## config.mk

```make
export PLATFORM = sky130hd
export DESIGN_NAME = idc_iso_dma_regs
export DESIGN_NICKNAME = d
export VERILOG_FILES = /design/src/hw/idc_pkg.sv /design/src/hw/idc_ctx_if.sv /design/src/hw/idc_rx_ctx.sv /design/src/hw/idc_iso_dma_regs.sv
export SDC_FILE = /design/constraint.sdc
export NUM_CORES = 1
export LEC_CHECK = 0
export BUFFER_PORTS_ARGS = -buffer_cell sky130_fd_sc_hd__buf_2
export CAP_MARGIN = 20
export CORE_MARGIN = 3
export CORE_UTILIZATION = 30
export CTS_CLUSTER_DIAMETER = 50
export DETAILED_ROUTE_END_ITERATION = 10
export HOLD_SLACK_MARGIN = 0.03
export PLACE_DENSITY_LB_ADDON = 0.25
export SYNTH_ARGS = -nofsm -noshare
export SYNTH_HDL_FRONTEND = slang
export SYNTH_HIERARCHICAL = 1
export SYNTH_SLANG_ARGS = --single-unit
```

## constraint.sdc

```tcl
create_clock -name i_clk -period 2.73 [get_ports i_clk]
set_input_delay 0 -clock i_clk [delete_from_list [all_inputs] [get_ports i_clk]]
set_output_delay 0 -clock i_clk [all_outputs]
set_load 0.01 [all_outputs]
```

## src/hw/idc_pkg.sv

```systemverilog
// Purpose : constants shared by the isochronous dma context register bank
// Assumes : 40 MHz i_clk, Avalon-MM byte addressing, 32-bit data

package idc_pkg;

  localparam int          NUM_CTX      = 8;
  localparam int          ADDR_W       = 11;

  // ===========================================================
  // register map (byte addresses)
  localparam logic [10:0] TX_PTR_BASE  = 11'h20c;
  localparam logic [10:0] TX_STRIDE    = 11'h010;
  localparam logic [10:0] RX_SET_BASE  = 11'h400;
  localparam logic [10:0] RX_CLR_BASE  = 11'h404;
  localparam logic [10:0] RX_STRIDE    = 11'h020;

  // ===========================================================
  // receive control field positions
  localparam int          B_PACK       = 31;
  localparam int          B_KEEP_HDR   = 30;
  localparam int          B_SOC_EN     = 29;
  localparam int          B_ALL_CHAN   = 28;
  localparam int          B_SPLIT      = 27;
  localparam int          B_RUN        = 15;
  localparam int          B_WAKE       = 12;
  localparam int          B_DEAD       = 11;
  localparam int          B_ACTIVE     = 10;
  localparam int          SPD_LSB      = 5;
  localparam int          CODE_LSB     = 0;

  // ===========================================================
  // reset values
  localparam logic [31:0] TX_PTR_RST   = 32'h0000_0000;
  localparam logic [4:0]  MODE_RST     = 5'h00;
  localparam logic [2:0]  SPD_RST      = 3'h0;
  localparam logic [4:0]  CODE_RST     = 5'h00;

  // ===========================================================
  // speed codes
  localparam logic [2:0]  SPD_100      = 3'h0;
  localparam logic [2:0]  SPD_200      = 3'h1;
  localparam logic [2:0]  SPD_400      = 3'h2;

endpackage

```

## src/hw/idc_ctx_if.sv

```systemverilog
// Purpose : carries one receive context's strobes and state between bank and context
// Assumes : all signals on i_clk
// Notes   : reg_mp is the bank side, ctx_mp the context side
`timescale 1ns/1ps
`default_nettype none

interface idc_ctx_if;
  logic        set_we;
  logic        clr_we;
  logic [31:0] wdata;
  logic        fetch;
  logic        fatal;
  logic        active;
  logic        status_we;
  logic [2:0]  speed;
  logic [4:0]  code;
  logic        cyc_match;
  logic [31:0] ctrl;
  logic [4:0]  mode;
  logic        start_ok;

  modport reg_mp
  (
    output set_we, clr_we, wdata, fetch, fatal, active, status_we, speed, code, cyc_match,
    input  ctrl, mode, start_ok
  );
  modport ctx_mp
  (
    input  set_we, clr_we, wdata, fetch, fatal, active, status_we, speed, code, cyc_match,
    output ctrl, mode, start_ok
  );
endinterface

`default_nettype wire

```

## src/hw/idc_rx_ctx.sv

```systemverilog
// Purpose : one isochronous receive context control register with set/clear access
// Assumes : strobes are one-cycle pulses on i_clk
// Notes   : hardware set wins over a software clear in the same cycle
`timescale 1ns/1ps
`default_nettype none

module idc_rx_ctx
(
  input  wire logic  i_clk,
  input  wire logic  i_srst,
  idc_ctx_if.ctx_mp  bus
);

  logic [4:0] mode_q;
  logic       run_q;
  logic       wake_q;
  logic       dead_q;
  logic       active_q;
  logic [2:0] spd_q;
  logic [4:0] code_q;
  logic       start_q;
  logic [4:0] mode_set;
  logic [4:0] mode_clr;
  logic       run_clr;

  assign mode_set = bus.set_we ? bus.wdata[idc_pkg::B_PACK -: 5] : 5'h00;
  assign mode_clr = bus.clr_we ? bus.wdata[idc_pkg::B_PACK -: 5] : 5'h00;
  assign run_clr  = bus.clr_we & bus.wdata[idc_pkg::B_RUN];

  // ===========================================================
  // mode bits; bit 2 of mode is start_on_cycle_enable
  always_ff @(posedge i_clk)
  begin
    if (i_srst)
      mode_q <= idc_pkg::MODE_RST;
    else
      mode_q <= ((mode_q & ~mode_clr) & ~{2'b00, active_q, 2'b00}) | mode_set;
  end

  // ===========================================================
  // run: only software or reset touches it
  always_ff @(posedge i_clk)
  begin
    if (i_srst)
      run_q <= 1'b0;
    else if (bus.set_we && bus.wdata[idc_pkg::B_RUN])
      run_q <= 1'b1;
    else if (run_clr)
      run_q <= 1'b0;
  end

  always_ff @(posedge i_clk)
  begin
    if (i_srst)
      wake_q <= 1'b0;
    else
      wake_q <= (bus.set_we & bus.wdata[idc_pkg::B_WAKE])
              | (wake_q & ~bus.fetch & ~(bus.clr_we & bus.wdata[idc_pkg::B_WAKE]));
  end

  always_ff @(posedge i_clk)
  begin
    if (i_srst)
      dead_q <= 1'b0;
    else
      dead_q <= bus.fatal | (dead_q & ~(run_clr & run_q));
  end

  always_ff @(posedge i_clk)
  begin
    if (i_srst)
      active_q <= 1'b0;
    else
      active_q <= bus.active;
  end

  always_ff @(posedge i_clk)
  begin
    if (i_srst)
    begin
      spd_q  <= idc_pkg::SPD_RST;
      code_q <= idc_pkg::CODE_RST;
    end
    else if (bus.status_we)
    begin
      spd_q  <= bus.speed;
      code_q <= bus.code;
    end
  end

  // start permission: a cycle-gated start waits for the cycle match
  always_ff @(posedge i_clk)
  begin
    if (i_srst)
      start_q <= 1'b0;
    else
      start_q <= run_q & ~dead_q & (~mode_q[2] | bus.cyc_match);
  end

  assign bus.mode     = mode_q;
  assign bus.start_ok = start_q;
  assign bus.ctrl     = {mode_q, 11'h000, run_q, 2'b00, wake_q, dead_q, active_q, 2'b00, spd_q, code_q};

endmodule

`default_nettype wire

```

## src/hw/idc_iso_dma_regs.sv

```systemverilog
// Purpose : isochronous dma context register bank: tx pointers and rx control set/clear
// Assumes : Avalon-MM slave with waitrequest, byte addresses, single clock i_clk
// Notes   : every access stalls one cycle, then completes; unmapped reads return zero
//
// Decided for this implementation: the Avalon-MM slave port.
`timescale 1ns/1ps
`default_nettype none

module idc_iso_dma_regs
(
  input  wire logic              i_clk,
  input  wire logic              i_srst,
  // Avalon-MM slave
  input  wire logic [10:0]       i_avs_address,
  input  wire logic              i_avs_read,
  input  wire logic              i_avs_write,
  input  wire logic [31:0]       i_avs_writedata,
  input  wire logic [3:0]        i_avs_byteenable,
  output logic      [31:0]       o_avs_readdata,
  output logic                   o_avs_waitrequest,
  // transmit fetch engine
  output logic      [7:0][27:0]  o_tx_desc_base,
  output logic      [7:0][3:0]   o_tx_desc_count,
  // receive engine, per context
  input  wire logic [7:0]        i_rx_fetch,
  input  wire logic [7:0]        i_rx_fatal,
  input  wire logic [7:0]        i_rx_active,
  input  wire logic [7:0]        i_rx_status_we,
  input  wire logic [7:0][2:0]   i_rx_speed,
  input  wire logic [7:0][4:0]   i_rx_code,
  input  wire logic [7:0][14:0]  i_start_cycle_value,
  input  wire logic [1:0]        i_seconds_count,
  input  wire logic [12:0]       i_cycle_number,
  output logic      [7:0]        o_rx_pack_buffer_mode,
  output logic      [7:0]        o_rx_keep_packet_header,
  output logic      [7:0]        o_rx_all_channel_mode,
  output logic      [7:0]        o_rx_split_payload_mode,
  output logic      [7:0]        o_rx_start_ok
);

  // ===========================================================
  // address decode helpers
  function automatic logic hit_tx(input logic [10:0] a, output logic [2:0] n);
    logic [10:0] off;
    off = a - idc_pkg::TX_PTR_BASE;
    n   = off[6:4];
    return (a >= idc_pkg::TX_PTR_BASE) && (off[3:0] == 4'h0)
           && (off < idc_pkg::TX_STRIDE * 11'd8);
  endfunction

  function automatic logic hit_rx(input logic [10:0] a, input logic [10:0] base, output logic [2:0] n);
    logic [10:0] off;
    off = a - base;
    n   = off[7:5];
    return (a >= base) && (off[4:0] == 5'h00) && (off < idc_pkg::RX_STRIDE * 11'd8);
  endfunction

  function automatic logic [31:0] merge_be(input logic [31:0] old, input logic [31:0] wd, input logic [3:0] be);
    logic [31:0] r;
    r = old;
    for (int b = 0; b < 4; b++)
      if (be[b])
        r[b*8 +: 8] = wd[b*8 +: 8];
    return r;
  endfunction

  // ===========================================================
  // bus handshake: first edge drops waitrequest, second edge completes
  logic        wait_q;
  logic [31:0] rdata_q;
  logic        done;
  logic        tx_hit;
  logic        set_hit;
  logic        clr_hit;
  logic [2:0]  tx_n;
  logic [2:0]  set_n;
  logic [2:0]  clr_n;
  logic [31:0] rx_wd;

  assign done = (i_avs_read | i_avs_write) & ~wait_q;

  always_comb
  begin
    tx_hit  = hit_tx(i_avs_address, tx_n);
    set_hit = hit_rx(i_avs_address, idc_pkg::RX_SET_BASE, set_n);
    clr_hit = hit_rx(i_avs_address, idc_pkg::RX_CLR_BASE, clr_n);
  end

  // byte lanes not enabled contribute zeros, so they neither set nor clear
  assign rx_wd = merge_be(32'h0000_0000, i_avs_writedata, i_avs_byteenable);

  always_ff @(posedge i_clk)
  begin
    if (i_srst)
      wait_q <= 1'b1;
    else if (done)
      wait_q <= 1'b1;
    else if (i_avs_read | i_avs_write)
      wait_q <= 1'b0;
  end

  // ===========================================================
  // transmit descriptor pointers
  logic [7:0][31:0] tx_ptr_q;

  always_ff @(posedge i_clk)
  begin
    if (i_srst)
      tx_ptr_q <= {8{idc_pkg::TX_PTR_RST}};
    else if (done && i_avs_write && tx_hit)
      tx_ptr_q[tx_n] <= merge_be(tx_ptr_q[tx_n], i_avs_writedata, i_avs_byteenable);
  end

  always_ff @(posedge i_clk)
  begin
    if (i_srst)
    begin
      o_tx_desc_base  <= '0;
      o_tx_desc_count <= '0;
    end
    else
    begin
      for (int n = 0; n < idc_pkg::NUM_CTX; n++)
      begin
        o_tx_desc_base[n]  <= tx_ptr_q[n][31:4];
        o_tx_desc_count[n] <= tx_ptr_q[n][3:0];
      end
    end
  end

  // ===========================================================
  // receive contexts
  logic [14:0]      now_cycle;
  logic [7:0][31:0] rx_ctrl;
  logic [7:0][4:0]  rx_mode;
  logic [7:0]       rx_start;

  assign now_cycle = {i_seconds_count, i_cycle_number};

  for (genvar g = 0; g < 8; g++)
  begin : g_ctx
    idc_ctx_if u_if ();

    assign u_if.set_we    = done & i_avs_write & set_hit & (set_n == 3'(g));
    assign u_if.clr_we    = done & i_avs_write & clr_hit & (clr_n == 3'(g));
    assign u_if.wdata     = rx_wd;
    assign u_if.fetch     = i_rx_fetch[g];
    assign u_if.fatal     = i_rx_fatal[g];
    assign u_if.active    = i_rx_active[g];
    assign u_if.status_we = i_rx_status_we[g];
    assign u_if.speed     = i_rx_speed[g];
    assign u_if.code      = i_rx_code[g];
    assign u_if.cyc_match = (i_start_cycle_value[g] == now_cycle);
    assign rx_ctrl[g]     = u_if.ctrl;
    assign rx_mode[g]     = u_if.mode;
    assign rx_start[g]    = u_if.start_ok;

    idc_rx_ctx u_ctx
    (
      .i_clk  (i_clk),
      .i_srst (i_srst),
      .bus    (u_if.ctx_mp)
    );
  end

  // mode bits other than bit 2 fan out to the packet engine, which gives them their meaning
  always_ff @(posedge i_clk)
  begin
    if (i_srst)
    begin
      o_rx_pack_buffer_mode   <= 8'h00;
      o_rx_keep_packet_header <= 8'h00;
      o_rx_all_channel_mode   <= 8'h00;
      o_rx_split_payload_mode <= 8'h00;
      o_rx_start_ok           <= 8'h00;
    end
    else
    begin
      for (int n = 0; n < idc_pkg::NUM_CTX; n++)
      begin
        o_rx_pack_buffer_mode[n]   <= rx_mode[n][4];
        o_rx_keep_packet_header[n] <= rx_mode[n][3];
        o_rx_all_channel_mode[n]   <= rx_mode[n][1];
        o_rx_split_payload_mode[n] <= rx_mode[n][0];
      end
      o_rx_start_ok <= rx_start;
    end
  end

  // ===========================================================
  // read data: set and clear addresses both show the control value
  always_ff @(posedge i_clk)
  begin
    if (i_srst)
      rdata_q <= 32'h0000_0000;
    else if (i_avs_read && wait_q)
    begin
      if (tx_hit)
        rdata_q <= tx_ptr_q[tx_n];
      else if (set_hit)
        rdata_q <= rx_ctrl[set_n];
      else if (clr_hit)
        rdata_q <= rx_ctrl[clr_n];
      else
        rdata_q <= 32'h0000_0000;
    end
  end

  assign o_avs_readdata    = rdata_q;
  assign o_avs_waitrequest = wait_q;

endmodule

`default_nettype wire

```

==> impl_metrics.py, run 1 <==
metrics = {
    "route": {
        "viasPerCell": 5.26,
        "antenna_left": 0,
        "drt_iter0_drc": 2512,
        "wirelength_um": 146000,
        "via_count": 31000,
        "drc_errors": 0,
        "avgRoutedWirePerCell_um": 24.7,
        "first_pass_iters": 6,
    },
    "critical_path": {
        "cp.required_ns": 3.33,
        "r2r-end": "o_avs_readdata[27]",
        "crit_top_cell": "dlygate4sd3_1",
        "crit_arrival_ns": 3.11,
        "reg2reg_from": "g_ctx[7].u_ctx/bus.mode[0]",
        "endpoint_kind": "register",
        "cpMaxStageDelayCell": "dlygate4sd3_1",
        "path_cells": "dlygate4sd3_1, buf_2, xnor2_1, dlygate4sd3_1, nand4_1, dlygate4sd3_1, nor4_1, dlygate4sd3_1, nor2b_1, nor4b_2",
        "worstPathMaxFanout": 1,
        "regToRegSetupSlack_ns": 0.40,
        "cpPeakStageDelay_ns": 0.63,
        "crit_path_start_kind": "primary input",
        "ff2ff_path_depth": 5,
        "critPathKind": "primary input to register",
    },
    "pwr": {
        "p_per_area_mw_per_mm2": 607,
        "swShare_pct": 26.3,
        "ir_drop_mv": 0.525,
        "p_int_mw": 20.6,
        "pwr-share-clk_pct": 50.3,
        "p_leak_nw": 18.7,
        "seqPwrFrac_pct": 38.9,
        "p_sw_mw": 7.36,
        "power_frac_comb_pct": 10.7,
    },
    "cts": {
        "cts_buffers": 102,
        "clock_sinks": 729,
        "cts_setup_buffers": 0,
        "root_buffer": "clkbuf_16",
        "h-tree-depth": 3,
        "cts_tree": "done",
        "cts.clk_slew.worst_paths_ns": 0.06,
        "clockBufferDepth": 3,
        "insertion_delay_ns": 0.69,
    },
    "sta": {
        "skew_ns": 0.0365,
        "worst_pin_slew_ns": 1.08,
        "holdWs_ns": 0.0948,
        "tns_ns": 0,
        "fmax_ghz": 0.398,
        "rsz0062_at_grt": "false",
        "max-slew-margin-rel_pct": 27.5,
        "post-route-min-period_ns": 2.51,
        "post-route-period-util_pct": 92.1,
        "setup-violations-final": 0,
        "worst_slack_ns": 0.215,
        "finalHoldViolations": 0,
        "final-max-slew-violation-count": 0,
    },
    "global_route": {
        "grtUsageTotal_pct": 22.7,
        "grt_pass1_vias": 30400,
        "grt_overflow": 0,
        "grt_first_pass_wirelength_um": 208000,
        "antenna_found_initial": 7,
        "grt_max_degree": 176,
    },
    "floorplanning": {
        "coreArea_mm2": 0.117,
        "die_area_mm2": 0.123,
        "ioPinCount": 611,
        "rows": 125,
        "dieWidth_um": 351,
        "start_util_pct": 30.4,
        "fp.dieH_um": 351,
    },
    "final_layout": {
        "area_delta_synth_final_pct": 29.2,
        "seq_area_mm2": 0.0146,
        "multi_input_area_mm2": 0.0185,
        "layout.cells.non_filler": 5891,
        "drive_above_1_share_pct": 27.3,
        "fin_nets": 4557,
        "final_area_mm2": 0.0461,
        "n_fill_cell": 11700,
    },
    "placed_design": {
        "pre_cts_ws_ns": -0.0702,
        "hpwl_um": 102000,
        "io_buffers": 610,
        "place_inst": 5455,
        "placed_area_mm2": 0.0400,
        "gp_congestion": 0.862,
    },
    "min_path": {
        "holdPathEnd": "g_ctx[0].u_ctx/active_q",
        "hold_depth": 3,
        "min_from": "i_rx_active[0]",
        "min_path_type": "primary input to register",
    },
    "synthesis": {
        "synth_area_mm2": 0.0357,
        "yosys_warnings": 6,
        "synth_cells": 3586,
        "synth_area_per_cell_um2": 9.95,
    },
    "job": {
        "maxCapViolations": 0,
    },
    "run_status": {
        "status": "completed",
    },
}
through the flow:
| stage | power [mW] | util [%] |
|---|---|---|
| global placement | 13.8 | 34.1 |
| detailed placement | 13.8 | 34.1 |
| global route | 29.0 | 39.3 |
| CTS | 28.3 | 39.3 |
| floorplan | 12.8 | - |
| finish | 28.0 | 39.3 |
sequential cells by signal (all words and copies together) (netlist names):
name / count
tx_ptr_q: 256
o_tx_desc_base: 224
g_ctx.u_ctx/bus.mode: 40
g_ctx.u_ctx/code_q: 40
o_avs_readdata: 32
o_tx_desc_count: 32
g_ctx.u_ctx/spd_q: 24
g_ctx.u_ctx/active_q: 8
g_ctx.u_ctx/bus.start_ok: 8
g_ctx.u_ctx/dead_q: 8
g_ctx.u_ctx/run_q: 8
g_ctx.u_ctx/wake_q: 8
o_rx_all_channel_mode: 8
o_rx_keep_packet_header: 8
o_rx_pack_buffer_mode: 8
o_rx_split_payload_mode: 8
o_rx_start_ok: 8
o_avs_waitrequest: 1
timing repair:
action | CTS | global route
hold buffers | 240 | 0
setup endpoints to repair | 0 | 2
endpoints found under the hold margin | 426 | 0
resized for setup | 0 | 2
area by class of cell:
cell class              instances  share of cell area [%]
diodes                          4                  0.0217
clock buffers                 121                    5.94
clock inverters                71                    2.06
inverters                      19                   0.157
multi-input cells            2394                    40.1
flip-flops and latches        729                    31.7
well taps                    1524                    4.14
repair buffers               1029                    15.9
placed cells by master (no fill, tap or decap), types with 13 or more instances in the layout:
master / n
a21oi_1: 95
mux2_2: 21
a32oi_1: 16
inv_6: 13
nand2b_1: 82
nand2_1: 65
nor2b_1: 353
nor2_1: 292
mux2i_1: 253
nand4_1: 26
a22oi_1: 40
dfxtp_1: 729
buf_2: 607
a2111oi_1: 18
clkbuf_16: 103
nor4_1: 53
o21ai_0: 102
nand3_1: 116
a32o_1: 248
conb_1: 120
buf_4: 138
xnor2_1: 120
clkinv_2: 13
a211oi_1: 46
bufinv_16: 13
a2111oi_2: 41
mux4_2: 95
nor3_1: 39
mux2_1: 24
inv_1: 18
dlygate4sd3_1: 240
o311a_1: 18
buf_12: 41
power groups by stage:
stage               logic, mW  registers, mW  clock network, mW
finish                   3.01           10.9               14.1
global route             3.21           10.9               14.9
CTS                      2.96           10.9               14.4
detailed placement       2.65           11.1                  0
global placement         2.64           11.1                  0
floorplan                1.80           11.1                  0
worst max-delay path by stage:
stage                             start                           to  slack (ns)  cells after the start
2_1_floorplan          i_avs_address[4]   g_ctx[4].u_ctx/bus.mode[0]        0.51                      9
3_3_place_gp           i_avs_address[3]           o_avs_readdata[29]       -0.12                      9
3_5_place_dp           i_avs_address[3]           o_avs_readdata[29]       -0.07                      9
4_1_cts        i_start_cycle_value[114]  g_ctx[7].u_ctx/bus.start_ok        0.22                     10
5_1_grt        i_start_cycle_value[100]  g_ctx[6].u_ctx/bus.start_ok        0.15                     10
6_report       i_start_cycle_value[100]  g_ctx[6].u_ctx/bus.start_ok        0.22                     10
metal layers:
layer  wire length [µm]  GRT usage, %  share of wire, %  vias up
met4               4640          7.56               3.2        8
met2              68200          37.6                47     1366
met1              61500          29.4                42    15200
met3              11200          4.92               7.7      234
met5                 55             0             0.038        -
li1                   -             -                 -    14200
worst max-delay path: cells and delay by family:
| family | cells | cell delay (ns) |
|---|---|---|
| buf+inv | 5 | 2.40 |
| simple gates | 4 | 0.59 |
| xor+xnor | 1 | 0.11 |
Power figures use the tool's default switching activity.
==> run 2, diff against run 1 <==
--- a/config.mk
+++ b/config.mk
@@ -5,12 +5,12 @@
 export SDC_FILE = /design/constraint.sdc
 export NUM_CORES = 1
 export LEC_CHECK = 0
-export BUFFER_PORTS_ARGS = -buffer_cell sky130_fd_sc_hd__buf_2
 export CAP_MARGIN = 20
 export CORE_MARGIN = 3
 export CORE_UTILIZATION = 30
 export CTS_CLUSTER_DIAMETER = 50
 export DETAILED_ROUTE_END_ITERATION = 10
+export DONT_BUFFER_PORTS = 1
 export HOLD_SLACK_MARGIN = 0.03
 export PLACE_DENSITY_LB_ADDON = 0.25
 export SYNTH_ARGS = -nofsm -noshare
==> run 2 against run 1 <==
Against the previous run:
- fmax down 6.9%
- worst hold slack worse by 0.0022 ns
- non-clock buffer count down 82
- combinational power down 18%
- clock skew up 0.016 ns
- final cell count down 1.2%
- routed wire length up 4.4%
- power down 2.1%
- first-iteration DRC count down 2.3%
- flip-flop and latch count unchanged
- via count up 1.2%
- largest cell class unchanged
- largest power group unchanged
==> impl_metrics.py, run 2 (synthesis gave the netlist of run 1 again) <==
metrics = {
    "run_status": {
        "status": "completed",
    },
    "sta": {
        "worst_pin_slew_ns": 1.12,
        "skew_ns": 0.0529,
        "max-slew-margin-rel_pct": 25.5,
        "post-route-min-period_ns": 2.70,
        "tns_ns": 0,
        "fmax_ghz": 0.370,
        "final-max-slew-violation-count": 0,
        "post-route-period-util_pct": 99.0,
        "finalHoldViolations": 0,
        "rsz0062_at_grt": "false",
        "setup-violations-final": 0,
    },
    "floorplanning": {
        "die_area_mm2": 0.123,
        "start_util_pct": 30.4,
        "ioPinCount": 611,
        "dieWidth_um": 351,
        "coreArea_mm2": 0.117,
        "fp.dieH_um": 351,
        "rows": 125,
    },
    "route": {
        "first_pass_iters": 6,
        "via_count": 31400,
        "antenna_left": 0,
        "wirelength_um": 152000,
        "avgRoutedWirePerCell_um": 26.1,
        "drt_iter0_drc": 2453,
        "viasPerCell": 5.39,
        "drc_errors": 0,
    },
    "placed_design": {
        "gp_congestion": 0.827,
        "io_buffers": 0,
        "hpwl_um": 96900,
    },
    "critical_path": {
        "endpoint_kind": "register",
        "regToRegSetupSlack_ns": 0.03,
        "critPathCapture": "tx_ptr_q[127]",
        "cpMaxStageDelayCell": "dlygate4sd3_1",
        "crit_path_start_kind": "register",
        "reg2reg_from": "o_avs_waitrequest",
        "critPathKind": "register to register",
        "startpoint": "o_avs_waitrequest",
        "cp.required_ns": 3.33,
        "r2r-end": "tx_ptr_q[127]",
        "crit_arrival_ns": 3.30,
        "ff2ff_path_depth": 7,
        "path_cells": "nand2b_2, or3_1, buf_4, nor3_4, buf_12, dlygate4sd3_1, a32o_1",
        "cpPeakStageDelay_ns": 0.61,
        "worstPathMaxFanout": 26,
    },
    "final_layout": {
        "n_fill_cell": 11300,
        "final_cell_mix": "dlygate4sd3_1 (807), dfxtp_1 (729), nor2b_1 (353), nor2_1 (290), mux2i_1 (253)",
        "drive_above_1_share_pct": 12.9,
        "final_common_cell": "dlygate4sd3_1",
        "reg_top3": "tx_ptr_q (256), o_tx_desc_base (224)",
        "fin_nets": 4475,
        "largest_reg_flops": 256,
        "top_register": "tx_ptr_q",
        "area_delta_synth_final_pct": 35.7,
    },
    "pwr": {
        "ir_drop_mv": 0.477,
        "p_total_mw": 27.4,
        "p_per_area_mw_per_mm2": 566,
        "p_leak_nw": 19.6,
    },
    "global_route": {
        "antenna_found_initial": 18,
        "grtUsageTotal_pct": 23.8,
        "grt_max_degree": 305,
        "grt_pass1_vias": 31200,
        "grt_first_pass_wirelength_um": 218000,
        "grt_overflow": 0,
    },
    "cts": {
        "clock_sinks": 729,
        "cts.clk_slew.worst_paths_ns": 0.06,
        "cts_buffers": 102,
        "clockBufferDepth": 3,
        "root_buffer": "clkbuf_16",
        "h-tree-depth": 3,
        "cts_tree": "done",
        "insertion_delay_ns": 0.71,
    },
    "min_path": {
        "min_path_type": "primary input to register",
    },
    "job": {
        "maxCapViolations": 0,
    },
}
[run 2: cell types whose count changed in the layout (fill, tap and decap cells not counted), sizes merged, moves of 3 or more]
cell / previous run / this run
dlygate4sd3: 240 / 807
buf: 788 / 138
clkinv: 25 / 31
bufinv: 13 / 8
inv: 42 / 39
diode: 4 / 14
[run 2: worst min-delay path by stage]
stage	to	slack [ns]	from	cells after the start
after floorplan	g_ctx[0].u_ctx/dead_q	0.12	i_rx_fatal[0]	2
after global placement	o_rx_pack_buffer_mode[5]	0.11	i_srst	1
after detailed placement	o_rx_start_ok[0]	0.12	i_srst	1
after CTS	o_avs_readdata[30]	0.04	i_avs_address[2]	4
after global routing	o_avs_readdata[30]	0.07	i_avs_address[5]	4
final	o_avs_readdata[30]	0.09	i_avs_address[2]	4
[run 2: worst max-delay path: cells and delay by family (launching register included)]
| kind | cells | cell delay [ns] |
|---|---|---|
| simple gates | 3 | 1.01 |
| flops | 1 | 0.32 |
| buf+inv | 3 | 1.09 |
| compound gates | 1 | 0.16 |
[run 2: per-stage QoR]
stage	util (%)	instance area [µm²]	instances	worst slack, ns	hold WS [ns]
after global placement	31.1	36400	4800	0.108	0.114
after floorplan	-	36100	3698	0.506	0.117
after global routing	41.3	48400	5812	0.00135	0.0745
after CTS	41.2	48200	5802	0.000110	0.0414
final	41.3	48400	5819	0.0281	0.0926
after detailed placement	31.1	36400	4800	0.117	0.124
[run 2: layout make-up]
type	count	area, µm²	area share [%]
repair buffers	947	9580	19.8
multi-input cells	2394	18500	38.3
inverters	19	72.6	0.150
diodes	14	35.0	0.0724
clock buffers	123	2790	5.77
flip-flops and latches	729	14600	30.2
well taps	1524	1910	3.94
clock inverters	69	875	1.81
[run 2: where the power goes]
part / internal, mW / switching (mW)
registers: 10.7 / 0.180
clock network: 8.29 / 5.72
logic: 1.17 / 1.30
[run 2: timing repair]
item,4_1_cts,5_1_grt
setup endpoints to repair,0,69
setup buffers,0,2
hold buffers,810,0
gates resized for setup,0,15
hold endpoints to repair,729,0
[run 2: per-layer routing]
layer / track usage (%) / share of wire (%) / routed length, µm / up-vias
li1: - / - / - / 14000
met1: 29.5 / 41 / 61800 / 15700
met2: 40.7 / 48 / 72600 / 1390
met3: 5.09 / 7.6 / 11600 / 303
met4: 8.86 / 3.9 / 5890 / 12
met5: 0 / 0.062 / 94 / -
